`src/common/snp_pkg.sv`:
```
// What this block does
// - Delimiter process ignored when delimiter disabled
// - Do nothing: pack including delimiter bytes
// - Plus one: pack after one more byte
// - Plus two: pack after two more bytes
// - Strip: pack and drop delimiter bytes
// - Force time zero never flushes buffer
// - Idle gap of force time flushes buffer
// - Periodic keep-alive probes are sent
// - Keep-alive timeout zero keeps connection open
// - Unanswered keep-alive past timeout closes connection
// - Inactivity zero never closes connection
// - No traffic for inactivity time closes
// - Settings apply only in client mode
// - Delimiters end packet, one or two bytes
// - Nonzero length limit sends at that count
package snp_pkg;
	localparam int unsigned CLK_HZ        = 20000000;
	localparam int unsigned MS_PER_S      = 1000;
	localparam int unsigned CYC_PER_MS    = CLK_HZ / MS_PER_S;
	localparam int unsigned MS_PER_MIN    = 60000;
	localparam int unsigned KA_PERIOD_MIN = 1;
	localparam int unsigned FIFO_DEPTH    = 16;
	localparam int unsigned PKT_MAX       = 1024;
	localparam logic [3:0]  A_CTRL        = 4'h0;
	localparam logic [3:0]  A_DELIM       = 4'h1;
	localparam logic [3:0]  A_PKTLEN      = 4'h2;
	localparam logic [3:0]  A_FORCE       = 4'h3;
	localparam logic [3:0]  A_INACT       = 4'h4;
	localparam logic [3:0]  A_ALIVE       = 4'h5;
	localparam logic [3:0]  A_STATUS      = 4'h6;
	localparam int unsigned C_CLIENT      = 0;
	localparam int unsigned C_D1EN        = 1;
	localparam int unsigned C_D2EN        = 2;
	localparam int unsigned C_PROC_LO     = 3;
	localparam logic [6:0]  ALIVE_RST     = 7'h07;
	typedef enum logic [1:0] {
		SNP_NOTHING = 2'b00,
		SNP_PLUS1   = 2'b01,
		SNP_PLUS2   = 2'b10,
		SNP_STRIP   = 2'b11
	} snp_proc_t;
endpackage

```
`src/snp_fifo.sv`:
```
`timescale 1ns/1ns
module snp_fifo #(
	parameter int W = 9,
	parameter int D = 16
) (
	input  wire logic         clk_in,
	input  wire logic         reset_in,
	input  wire logic [W-1:0] in_data_in,
	input  wire logic         in_valid_in,
	output logic              in_ready_out,
	output logic [W-1:0]      out_data_out,
	output logic              out_valid_out,
	input  wire logic         out_ready_in
);
	localparam int AW = $clog2(D);
	logic [W-1:0] mem [D];
	logic [AW:0]  wp_q;
	logic [AW:0]  rp_q;
	logic         full;
	logic         empty;
	assign empty = wp_q == rp_q;
	assign full = (wp_q[AW] != rp_q[AW]) && (wp_q[AW-1:0] == rp_q[AW-1:0]);
	assign in_ready_out = !full;
	assign out_valid_out = !empty;
	assign out_data_out = mem[rp_q[AW-1:0]];
	always_ff @(posedge clk_in) begin
		if (in_valid_in && !full) begin
			mem[wp_q[AW-1:0]] <= in_data_in;
		end
	end
	always_ff @(posedge clk_in or posedge reset_in) begin
		if (reset_in) begin
			wp_q <= '0;
			rp_q <= '0;
		end else begin
			if (in_valid_in && !full) begin
				wp_q <= wp_q + 1'b1;
			end
			if (out_ready_in && !empty) begin
				rp_q <= rp_q + 1'b1;
			end
		end
	end
endmodule

```
`src/snp_packer.sv`:
```
// The implementer's own choices: strobed register access and the register addresses.
`timescale 1ns/1ns
module snp_packer
	import snp_pkg::*;
#(
	parameter int unsigned CYC_MS = CYC_PER_MS,
	parameter int unsigned MS_MIN = MS_PER_MIN,
	parameter int unsigned KA_PER = KA_PERIOD_MIN
) (
	input  wire logic       clk_in,
	input  wire logic       reset_in,
	input  wire logic [3:0] addr_in,
	input  wire logic [15:0] wdata_in,
	input  wire logic       wr_in,
	input  wire logic       rd_in,
	output logic [15:0]     rdata_out,
	input  wire logic [7:0] ser_data_in,
	input  wire logic       ser_valid_in,
	output logic            ser_ready_out,
	input  wire logic       net_rx_in,
	input  wire logic       conn_open_in,
	input  wire logic       ka_reply_in,
	output logic [7:0]      net_data_out,
	output logic            net_valid_out,
	output logic            net_last_out,
	input  wire logic       net_ready_in,
	output logic            ka_send_out,
	output logic            conn_close_out
);
	// ========================================
	// Configuration registers
	logic [5:0]  ctrl_q;
	logic [15:0] delim_q;
	logic [10:0] pktlen_q;
	logic [15:0] force_q;
	logic [15:0] inact_q;
	logic [6:0]  alive_q;
	logic        client;
	logic        d1en;
	logic        d2en;
	snp_proc_t   proc;
	assign client = ctrl_q[C_CLIENT];
	assign d1en = client && ctrl_q[C_D1EN];
	assign d2en = d1en && ctrl_q[C_D2EN];
	assign proc = d1en ? snp_proc_t'(ctrl_q[C_PROC_LO+:2]) : SNP_NOTHING;
	always_ff @(posedge clk_in or posedge reset_in) begin
		if (reset_in) begin
			ctrl_q   <= '0;
			delim_q  <= '0;
			pktlen_q <= '0;
			force_q  <= '0;
			inact_q  <= '0;
			alive_q  <= ALIVE_RST;
		end else if (wr_in) begin
			case (addr_in)
				A_CTRL:   ctrl_q <= wdata_in[5:0];
				A_DELIM:  delim_q <= wdata_in;
				A_PKTLEN: pktlen_q <= (wdata_in > 16'(PKT_MAX)) ? 11'(PKT_MAX) : wdata_in[10:0];
				A_FORCE:  force_q <= wdata_in;
				A_INACT:  inact_q <= wdata_in;
				A_ALIVE:  alive_q <= wdata_in[6:0];
				default:  ;
			endcase
		end
	end
	// ========================================
	// Serial intake and delimiter handling
	logic        in_ready;
	logic        take;
	logic [7:0]  prev_q;
	logic        prev_ok_q;
	logic [1:0]  tail_q;
	logic        tail_act_q;
	logic [10:0] cnt_q;
	logic        hit;
	logic        flush_req;
	logic        last_tag;
	logic        keep;
	logic        fire;
	logic        idle_flush;
	logic [7:0]  held_q;
	logic        held_ok_q;
	assign take = ser_valid_in && ser_ready_out;
	assign hit = d1en && (d2en ? (prev_ok_q && prev_q == delim_q[7:0] && ser_data_in == delim_q[15:8])
		: ser_data_in == delim_q[7:0]);
	always_comb begin
		keep = 1'b1;
		last_tag = 1'b0;
		fire = 1'b0;
		if (tail_act_q) begin
			fire = tail_q == 2'd1;
		end else if (hit) begin
			case (proc)
				SNP_NOTHING: fire = 1'b1;
				SNP_STRIP: begin
					fire = 1'b1;
					keep = 1'b0;
				end
				default: fire = 1'b0;
			endcase
		end else if (d2en && prev_ok_q && prev_q == delim_q[7:0] && proc == SNP_STRIP) begin
			keep = 1'b1;
		end
		if (pktlen_q != '0 && client && cnt_q + 11'd1 >= pktlen_q) begin
			fire = 1'b1;
		end
		last_tag = fire;
	end
	// Strip of a two-byte delimiter: first byte is held back one slot until the second decides.
	logic        emit_v;
	logic [8:0]  emit_w;
	logic        strip2;
	assign strip2 = d2en && proc == SNP_STRIP;
	always_comb begin
		emit_v = 1'b0;
		emit_w = '0;
		if (take) begin
			if (strip2) begin
				emit_v = held_ok_q && !hit;
				emit_w = {last_tag, held_q};
				if (hit && held_ok_q) begin
					emit_v = 1'b0;
				end
			end else begin
				emit_v = keep;
				emit_w = {last_tag, ser_data_in};
				if (!keep && cnt_q == '0) begin
					emit_v = 1'b0;
				end
			end
		end else if (idle_flush) begin
			emit_v = strip2 && held_ok_q;
			emit_w = {1'b1, held_q};
		end
	end
	// ========================================
	// Packet boundary bookkeeping
	logic pend_last_q;
	always_ff @(posedge clk_in or posedge reset_in) begin
		if (reset_in) begin
			prev_q      <= '0;
			prev_ok_q   <= 1'b0;
			tail_q      <= '0;
			tail_act_q  <= 1'b0;
			cnt_q       <= '0;
			held_q      <= '0;
			held_ok_q   <= 1'b0;
			pend_last_q <= 1'b0;
		end else begin
			if (take) begin
				prev_q    <= ser_data_in;
				prev_ok_q <= !fire;
				held_q    <= ser_data_in;
				held_ok_q <= strip2 && !hit && !fire;
				cnt_q     <= fire ? '0 : cnt_q + 11'd1;
				if (tail_act_q) begin
					tail_q     <= tail_q - 2'd1;
					tail_act_q <= tail_q != 2'd1;
				end else if (hit && (proc == SNP_PLUS1 || proc == SNP_PLUS2)) begin
					tail_q     <= (proc == SNP_PLUS1) ? 2'd1 : 2'd2;
					tail_act_q <= 1'b1;
				end
				pend_last_q <= !emit_v && fire && cnt_q != '0;
			end else if (idle_flush) begin
				cnt_q       <= '0;
				prev_ok_q   <= 1'b0;
				tail_act_q  <= 1'b0;
				held_ok_q   <= 1'b0;
				pend_last_q <= !(strip2 && held_ok_q);
			end else if (pend_last_q && in_ready) begin
				pend_last_q <= 1'b0;
			end
		end
	end
	// A boundary with no byte to carry it goes out as a lone marker word with data zero.
	logic       fin_v;
	logic [8:0] fin_w;
	assign fin_v = emit_v || (pend_last_q && !take);
	assign fin_w = emit_v ? emit_w : {1'b1, 8'h00};
	assign ser_ready_out = in_ready && !pend_last_q;
	snp_fifo #(.W(9), .D(FIFO_DEPTH)) u_fifo (
		.clk_in        (clk_in),
		.reset_in      (reset_in),
		.in_data_in    (fin_w),
		.in_valid_in   (fin_v),
		.in_ready_out  (in_ready),
		.out_data_out  ({net_last_out, net_data_out}),
		.out_valid_out (net_valid_out),
		.out_ready_in  (net_ready_in)
	);
	// ========================================
	// Millisecond tick and timers
	logic [$clog2(CYC_MS)-1:0] pre_q;
	logic                      tick;
	logic [15:0]               gap_q;
	logic [15:0]               idle_q;
	logic [31:0]               ka_q;
	logic [31:0]               kper_q;
	logic                      ka_wait_q;
	logic                      close_q;
	logic                      ka_q_pulse;
	assign tick = pre_q == ($clog2(CYC_MS))'(CYC_MS - 1);
	assign idle_flush = client && force_q != '0 && tick && gap_q + 16'd1 >= force_q
		&& cnt_q != '0 && !take;
	always_ff @(posedge clk_in or posedge reset_in) begin
		if (reset_in) begin
			pre_q <= '0;
		end else begin
			pre_q <= tick ? '0 : pre_q + 1'b1;
		end
	end
	always_ff @(posedge clk_in or posedge reset_in) begin
		if (reset_in) begin
			gap_q <= '0;
		end else if (take || idle_flush || cnt_q == '0) begin
			gap_q <= '0;
		end else if (tick && gap_q != 16'hFFFF) begin
			gap_q <= gap_q + 16'd1;
		end
	end
	always_ff @(posedge clk_in or posedge reset_in) begin
		if (reset_in) begin
			idle_q <= '0;
		end else if (take || net_rx_in || !conn_open_in) begin
			idle_q <= '0;
		end else if (tick && idle_q != 16'hFFFF) begin
			idle_q <= idle_q + 16'd1;
		end
	end
	always_ff @(posedge clk_in or posedge reset_in) begin
		if (reset_in) begin
			ka_q       <= '0;
			kper_q     <= '0;
			ka_wait_q  <= 1'b0;
			ka_q_pulse <= 1'b0;
		end else begin
			ka_q_pulse <= 1'b0;
			if (!conn_open_in || !client) begin
				kper_q    <= '0;
				ka_q      <= '0;
				ka_wait_q <= 1'b0;
			end else begin
				// Cleared first so a probe issued in the same cycle still wins
				if (ka_reply_in) begin
					ka_wait_q <= 1'b0;
				end
				if (tick) begin
					kper_q <= (kper_q + 32'd1 >= KA_PER * MS_MIN) ? '0 : kper_q + 32'd1;
					if (kper_q + 32'd1 >= KA_PER * MS_MIN && !ka_wait_q) begin
						ka_q_pulse <= 1'b1;
						ka_wait_q  <= 1'b1;
						ka_q       <= '0;
					end else if (ka_wait_q) begin
						ka_q <= ka_q + 32'd1;
					end
				end
			end
		end
	end
	assign ka_send_out = ka_q_pulse;
	always_ff @(posedge clk_in or posedge reset_in) begin
		if (reset_in) begin
			close_q <= 1'b0;
		end else begin
			close_q <= client && conn_open_in && (
				(inact_q != '0 && idle_q >= inact_q) ||
				(alive_q != '0 && ka_wait_q && !ka_reply_in
					&& ka_q >= 32'(alive_q) * MS_MIN));
		end
	end
	assign conn_close_out = close_q;
	// ========================================
	// Read port
	always_ff @(posedge clk_in or posedge reset_in) begin
		if (reset_in) begin
			rdata_out <= '0;
		end else if (rd_in) begin
			case (addr_in)
				A_CTRL:   rdata_out <= {10'h000, ctrl_q};
				A_DELIM:  rdata_out <= delim_q;
				A_PKTLEN: rdata_out <= {5'h00, pktlen_q};
				A_FORCE:  rdata_out <= force_q;
				A_INACT:  rdata_out <= inact_q;
				A_ALIVE:  rdata_out <= {9'h000, alive_q};
				A_STATUS: rdata_out <= {ka_wait_q, close_q, 3'h0, cnt_q};
				default:  rdata_out <= '0;
			endcase
		end else begin
			rdata_out <= '0;
		end
	end
endmodule

```
`config.mk`:
```
export PLATFORM = sky130hd
export DESIGN_NAME = snp_packer
export DESIGN_NICKNAME = d
export VERILOG_FILES = /design/src/common/snp_pkg.sv /design/src/snp_fifo.sv /design/src/snp_packer.sv
export SDC_FILE = /design/constraint.sdc
export NUM_CORES = 1
export LEC_CHECK = 0
export BUFFER_PORTS_ARGS = -buffer_cell sky130_fd_sc_hd__buf_2
export CORE_ASPECT_RATIO = 1.4
export CORE_MARGIN = 4
export CORE_UTILIZATION = 60
export CTS_CLUSTER_DIAMETER = 150
export DETAILED_ROUTE_END_ITERATION = 8
export GPL_TIMING_DRIVEN = 0
export HOLD_SLACK_MARGIN = 0.05
export PLACE_DENSITY = 0.8
export SYNTH_ARGS = -nofsm -noshare
export SYNTH_HDL_FRONTEND = slang
export SYNTH_SLANG_ARGS = --single-unit
```
`constraint.sdc`:
```
create_clock -name clk_in -period 9.24 [get_ports clk_in]
set_input_delay 1.848 -clock clk_in [delete_from_list [all_inputs] [get_ports clk_in]]
set_output_delay 1.848 -clock clk_in [all_outputs]
set_load 0.02 [all_outputs]
```
Word-level counts from Yosys, hierarchy flattened
Memories as Yosys holds them, arrays and structs flattened.
Index checks and enable logic that the tools add are counted.
{ "word_totals": {"ff_bits": 237, "latchBits": 0, "ram_bits": 144, "mem_bits_ro": 0, "in_bits": 37, "out_inout_bits": 29, "elab_cells": 201, "mem_count": 1} }
{ "op_classes": {"add_sub_neg": 9, "mul": 1, "n_div": 0, "magnitude_cmp": 6, "eq_ne": 20, "shifts": 0, "mux": 57, "bitwise": 0, "reduce_logical": 83} }
{ "memory_table": {"columns": ["memory", "depth", "width", "read_ports", "rd_clocked_by_memory_dff", "wr", "line_no", "source"], "rows": [
  ["u_fifo.mem", 16, 9, 1, 0, 1, "snp_fifo.sv:16", "logic [W-1:0] mem [D];"]
]} }
{ "op_table": {"columns": ["cell", "n"], "rows": [
  ["2-to-1 mux 32 bit", 7],
  ["case mux 16 bit (7 select lines)", 1],
  ["2-to-1 mux 16 bit", 5],
  ["adder 32 x 1 -> 32 bit (second input constant)", 2],
  ["2-to-1 mux 11 bit", 4],
  ["logical AND 1 bit", 38],
  ["adder 16 x 1 -> 16 bit (second input constant)", 2],
  [">= comparator 16 bit", 2],
  [">= comparator 32 x 16 -> 1 bit (second input constant)", 1],
  [">= comparator 32 x 23 -> 1 bit", 1],
  ["!= test 16 bit (second input constant)", 2],
  ["nonzero test 16 bit", 2],
  ["2-to-1 mux 1 bit", 31],
  ["2-to-1 mux 9 bit", 3],
  ["equality test 8 bit", 3],
  ["nonzero test 11 bit", 2],
  ["multiplier 7 x 11 -> 18 bit (second input constant)", 1],
  ["> comparator 16 x 11 -> 1 bit (second input constant)", 1],
  ["AND reduction 2 bit", 8],
  ["adder 15 x 1 -> 15 bit (second input constant)", 1],
  ["equality test 15 bit (second input constant)", 1],
  ["2-to-1 mux 15 bit", 1],
  ["zero test 1 bit", 13],
  ["equality test 4 x 3 -> 1 bit (second input constant)", 3],
  ["other kinds (22)", 41]
]} }

Logic depth before layout (Yosys ltp)
{ "logic_depth": {"word_depth": 16, "depth_mapped": 24, "depth_no_buf": 24} }

Cells and area by module
Synthesis repeated with hierarchy kept, for this count alone.
{ "unflattened": {"cells_unflattened": 2012, "area_unflattened_um2": 21690.8} }
{ "by_module_without_submodules": {"columns": ["module", "n_inst", "cells_per_inst", "area_each_um2", "seq_area_each_um2"], "rows": [
  ["snp_packer", 1, 1688, 15497.4, 5684.2],
  ["snp_fifo", 1, 324, 6193.4, 4574.4]
]} }

Worst setup path before layout
OpenSTA, ideal clock, no wires.
{ "synth_timing": {"kind": "register -> register", "start": "register alive_q[5]", "end": "register close_q, in the netlist conn_close_out", "setup_ns": 0.131, "t_arrival_ns": 4.910, "t_required_ns": 9.109, "slack_ns": 4.199, "stages_incl_launch_ff": 24, "n_path_buf": 0, "synth_period_minus_slack_ns": 5.041, "cell_sequence": "dfrtp_1 -> inv_1 -> ha_1 -> fa_1 -> inv_1 -> ha_1 -> fa_1 -> ha_1 -> o21a_1 -> o21ai_0 -> nand2b_1 -> a31oi_1 -> a211oi_1 -> nand4_1 -> nand4b_1 -> a21oi_1 -> xor2_1 -> ha_1 -> a21o_1 -> a2111oi_0 -> o21a_1 -> o22ai_1 -> a21oi_1 -> o21ai_0"} }
{ "synth_between": {"elab_chain_cells": 6, "word_cells_on_any_way": 8, "classes_between": "1 x mul; 1 x order compare; 6 x reduce/logical"} }
{ "synth_rtl": {"columns": ["item", "line_no", "source"], "rows": [
  ["start: declaration", "snp_packer.sv:37", "logic [6:0] alive_q;"],
  ["start signal: assignment", "snp_packer.sv:61", "A_ALIVE: alive_q <= wdata_in[6:0];"],
  ["branches (longest 3 deep; another with >= comparator 32 x 23 -> 1 bit)", null, null],
  ["logical AND 1 bit (*)", "snp_packer.sv:268", "&& ka_q >= 32'(alive_q) * MS_MIN));"],
  ["logical OR 1 bit (*)", "snp_packer.sv:266", "(inact_q != '0 && idle_q >= inact_q) ||"],
  ["logical AND 1 bit (*)", "snp_packer.sv:265", "close_q <= client && conn_open_in && ("],
  ["end signal: assignment", "snp_packer.sv:265", null],
  ["end: declaration", "snp_packer.sv:200", "logic close_q;"]
]} }
Mark *: on every way between the ends.
A chain may end at the register's enable or synchronous reset.

Worst setup path after layout
{ "layout_timing": {"start": "register gap_q[0]", "end": "memory u_fifo.mem[10][2], data pin"} }
{ "layout_between": {"elab_chain_cells": 8, "word_cells_on_any_way": 10, "classes_between": "1 x add/sub; 1 x order compare; 5 x mux; 3 x reduce/logical"} }
{ "layout_rtl": {"columns": ["item", "line_no", "source"], "rows": [
  ["start: declaration", "snp_packer.sv:195", "logic [15:0] gap_q;"],
  ["start signal: assignment", "snp_packer.sv:218", "gap_q <= gap_q + 16'd1;"],
  ["adder 16 x 1 -> 16 bit (*)", "snp_packer.sv:203", "assign idle_flush = client && force_q != '0 && tick && gap_q + 16'd1 >= force_q"],
  [">= comparator 16 bit (*)", "snp_packer.sv:203", null],
  ["logical AND 1 bit (*)", "snp_packer.sv:203", null],
  ["logical AND 1 bit (*) (2 in a row)", "snp_packer.sv:204", "&& cnt_q != '0 && !take;"],
  ["2-to-1 mux 9 bit or 2-to-1 mux 1 bit (tied branches)", "snp_packer.sv:131", "end else if (idle_flush) begin"],
  ["2-to-1 mux 9 bit or 2-to-1 mux 1 bit (tied branches)", "snp_packer.sv:117", "if (take) begin"],
  ["2-to-1 mux 9 bit (*)", "snp_packer.sv:179", "assign fin_w = emit_v ? emit_w : {1'b1, 8'h00};"],
  ["net fin_w[2]", "snp_packer.sv:177", "logic [8:0] fin_w;"],
  ["end: declaration", "snp_fifo.sv:16", null]
]} }
Mark *: on every way through the listed nets, which the timed path passes. The rest lies on a longest branch.

==> run metrics <==
status finished, final reports clean; worst hold path stage count 1; total gr overflow 0; I/O pin total 66; Top cell by count, worst path nor2_1; first-pass GRT wire length 86,200 um; initial antenna violation count 3; Unique masters post-synth between 70 and 80; clock root cell clkbuf_16; CTS tree yes; Clk Latency, worst-skew pair about 0.54 ns; worst slew pin tran about 1.4 ns; post-route ant nets 0; Final Skew 0.0156 ns; port bufs 63; synthesis-to-finish area growth 10.9%; final core occ 0.673; R2R setup slack roughly 3.4 ns; Critical Path End Type flip-flop; CP peak stage delay between 1 and 1.5 ns; Num CTS Buffers 38; yosys warns 0; fill count roughly 2,400; Final Power 6.11 mW; number of max-cap violations 0; Reg clk slew, reported paths 0.06 ns; H-tree lvl count 2; r2r endpoint u_fifo.mem[10][2]; number of synthesized flops with an enable pin 144; CTS Hold Bufs 0; CP delay by family, top simple AND/OR/NAND/NOR gates; Setup WS pre-CTS roughly 3.4 ns; CP startpoint kind flip-flop; Die Span Y 228 um; Max-slew headroom 0.0350; global placement routability congestion between 0.9 and 1; PwrDens 266 mW/mm^2; final worst-path cycle share 0.636; initial core utilization 0.607; CP Data Arrival Time around 6 ns; vias in the first global route about 16,000; Max stage delay cell, worst path nor2_1; unrepaired setup endpoints after global routing no; DR DRC count 0; Critical Path RT 9.37 ns; Cell Area, Synth 0.0207 sq mm; synthesized flop and latch total between 300 and 400; crit path max fanout 16; CP Buf/Inv Count 0; ys async rst share 0.622; Post-CTS Setup Bufs 0; std cell rows 80; Final WS setup roughly 3.4 ns; sequential area share after synthesis 0.495; vias per cell ~6.4; setup violators final 0; Inst Count DP around 2,300; CTS sink count between 300 and 400; layout cell share with drive strength beyond 1 0.147; wire per inst ~23 um; Worst VDD drop 0.000296 V; Setup Crit Path Kind reg -> reg; main flop type after synthesis dfrtp_1; minimum clock period between 5 and 6 ns; Syn Area/Cell about 12 sq um; die width approximately 170 um; GRT Total Usage 0.296; CP Cell Sequence ha_1 > nand3_1 > nor2_1 > nand3_1 > nor2_1 > and2_1 > nand2_1 > xnor2_1 > ha_1 > o21ai_0 > nor2_1 > o21ai_0 > nand3_1 > a31oi_1 > or4_1 > o21ai_1 > a22oi_1 > nor2_1; cts repair resizes 0; die area between 0.03 and 0.04 sq mm; drt pass-1 iters 7; synthesized instance count about 1,800; static leakage a little under 10 nW; Final Hold Viols 0; via count around 15,000; Hold Startpoint pre_q[0]; final layout net count a little over 2,000; hpwl dp slightly below 40,000 um; Worst Hold Class reg -> reg; syn nets approximately 2,000; initial DRC count 1,464; final WL 55,100 um; Clock Path Buffers 3; post-layout instance count excluding filler cells 2,371; largest net degree at the start of global routing 120; area of the core roughly 0.034 sq mm; Reg2Reg Depth 18; count of pins over their slew limit 0; r2r startpoint gap_q[0]; WHS Endpoint pre_q[0]; Max Clock Freq 170 MHz
## worst max-delay path by stage
stage	from	endpoint	slack, ns	depth (start not counted)
after detailed placement	gap_q[0]	u_fifo.mem[3][1]	3.39	18
after global routing	gap_q[0]	u_fifo.mem[14][2]	3.12	18
after floorplan	reset_in	alive_q[3]	0.89	1
after global placement	reset_in	alive_q[4]	-1.62	2
after CTS	gap_q[0]	u_fifo.mem[3][0]	3.29	18
final	gap_q[0]	u_fifo.mem[10][2]	3.36	18
## final cells by class
class / instances / area (sq um) / share of cell area
sequential: 381 / 10300 / 0.446
multi-input combinational: 1231 / 9800 / 0.427
clock buffer: 50 / 1090 / 0.0473
tap: 451 / 564 / 0.0246
inverter: 111 / 424 / 0.0185
timing repair buffer: 64 / 343 / 0.0149
buffer: 60 / 249 / 0.0108
clock inverter: 18 / 239 / 0.0104
antenna: 5 / 12.5 / 0.000545
## cells by family (layout without fill, tap and decap cells)
logic type                 count (synthesis)  in the layout  synth area share
AOI/OAI and AO/OA                        271            271            0.0890
xor gates and xnor gates                 136            136            0.0575
adders and majority gates                145            145            0.0934
buffers and inverters                    171            303            0.0321
DFF                                      381            381             0.495
muxes                                    125            125            0.0923
other                                      0              5                 0
and+or+nand+nor                          554            554             0.141
## per-stage QoR
| stage | hold slack [ns] | setup TNS, ns | area (sq um) |
|---|---|---|---|
| global placement | 0.473 | -371.84 | 21600 |
| floorplan | 0.439 | 0 | 20700 |
| CTS | 0.488 | 0 | 23000 |
| detailed placement | 0.479 | 0 | 21600 |
| finish | 0.486 | 0 | 23000 |
| global route | 0.515 | 0 | 23000 |
## state kept, by name, summed over array words and instances (netlist names), 16 cells and up
register and flops:
kper_q 32, rdata_out 16, delim_q 16, force_q 16
gap_q 16, inact_q 16, ka_q 32, idle_q 16
u_fifo.mem 144
## per-layer routing
metal  up-vias  GRT usage  part of all wire
met5         -          0           0.00024
met4         2      0.188             0.075
met3       235     0.0554             0.063
met2       647      0.517              0.53
met1      7576      0.325              0.34
li1       6773          -                 -
## worst reg2reg max path: cells and delay by family (launching register included)
kind	cells	cell delay [ns]
flops	1	0.42
compound gates	5	1.05
simple gates	10	3.25
fa+ha+maj	2	0.57
xor+xnor	1	0.17
## layout by cell type, fill, tap and decap left out, drive strengths merged, types with 6 or more instances in the layout
cell     synthesis  routed
a2111oi          6       6
a211oi           8       8
a21o            15      15
a21oi           48      48
a222oi           7       7
a22o            21      21
a22oi           28      28
a31oi           15      15
and2            16      16
and3            58      58
buf             14      78
clkbuf          46      96
clkinv           0       7
dfrtp          234     234
edfxtp         144     144
fa              16      16
ha             129     129
inv            111     113
mux2            78      78
mux4            45      45
nand2          109     109
nand2b          16      16
nand3           65      65
nand4           28      28
nor2           132     132
nor2b           11      11
nor3            35      35
nor4            35      35
o21ai           63      63
o31ai           12      12
or3             16      16
xnor2           75      75
xor2            61      61
## synth_stat cells (45+ instances only)
cell	count	area [sq um]
a21oi_1	48	240
and3_1	58	363
clkbuf_1	46	173
dfrtp_1	234	5860
edfxtp_1	144	4320
ha_1	129	1610
inv_1	111	417
mux2_2	78	878
mux4_2	45	1010
nand2_1	109	409
nand3_1	61	305
nor2_1	132	495
o21ai_0	62	310
xnor2_1	75	657
xor2_1	61	534
## report_power, final
| part | switching [mW] | internal (mW) |
|---|---|---|
| Combinational | 1.32 | 0.987 |
| Sequential | 0.193 | 1.97 |
| Clock | 0.669 | 0.974 |
Note: power is estimated with default switching activity, not from simulation.
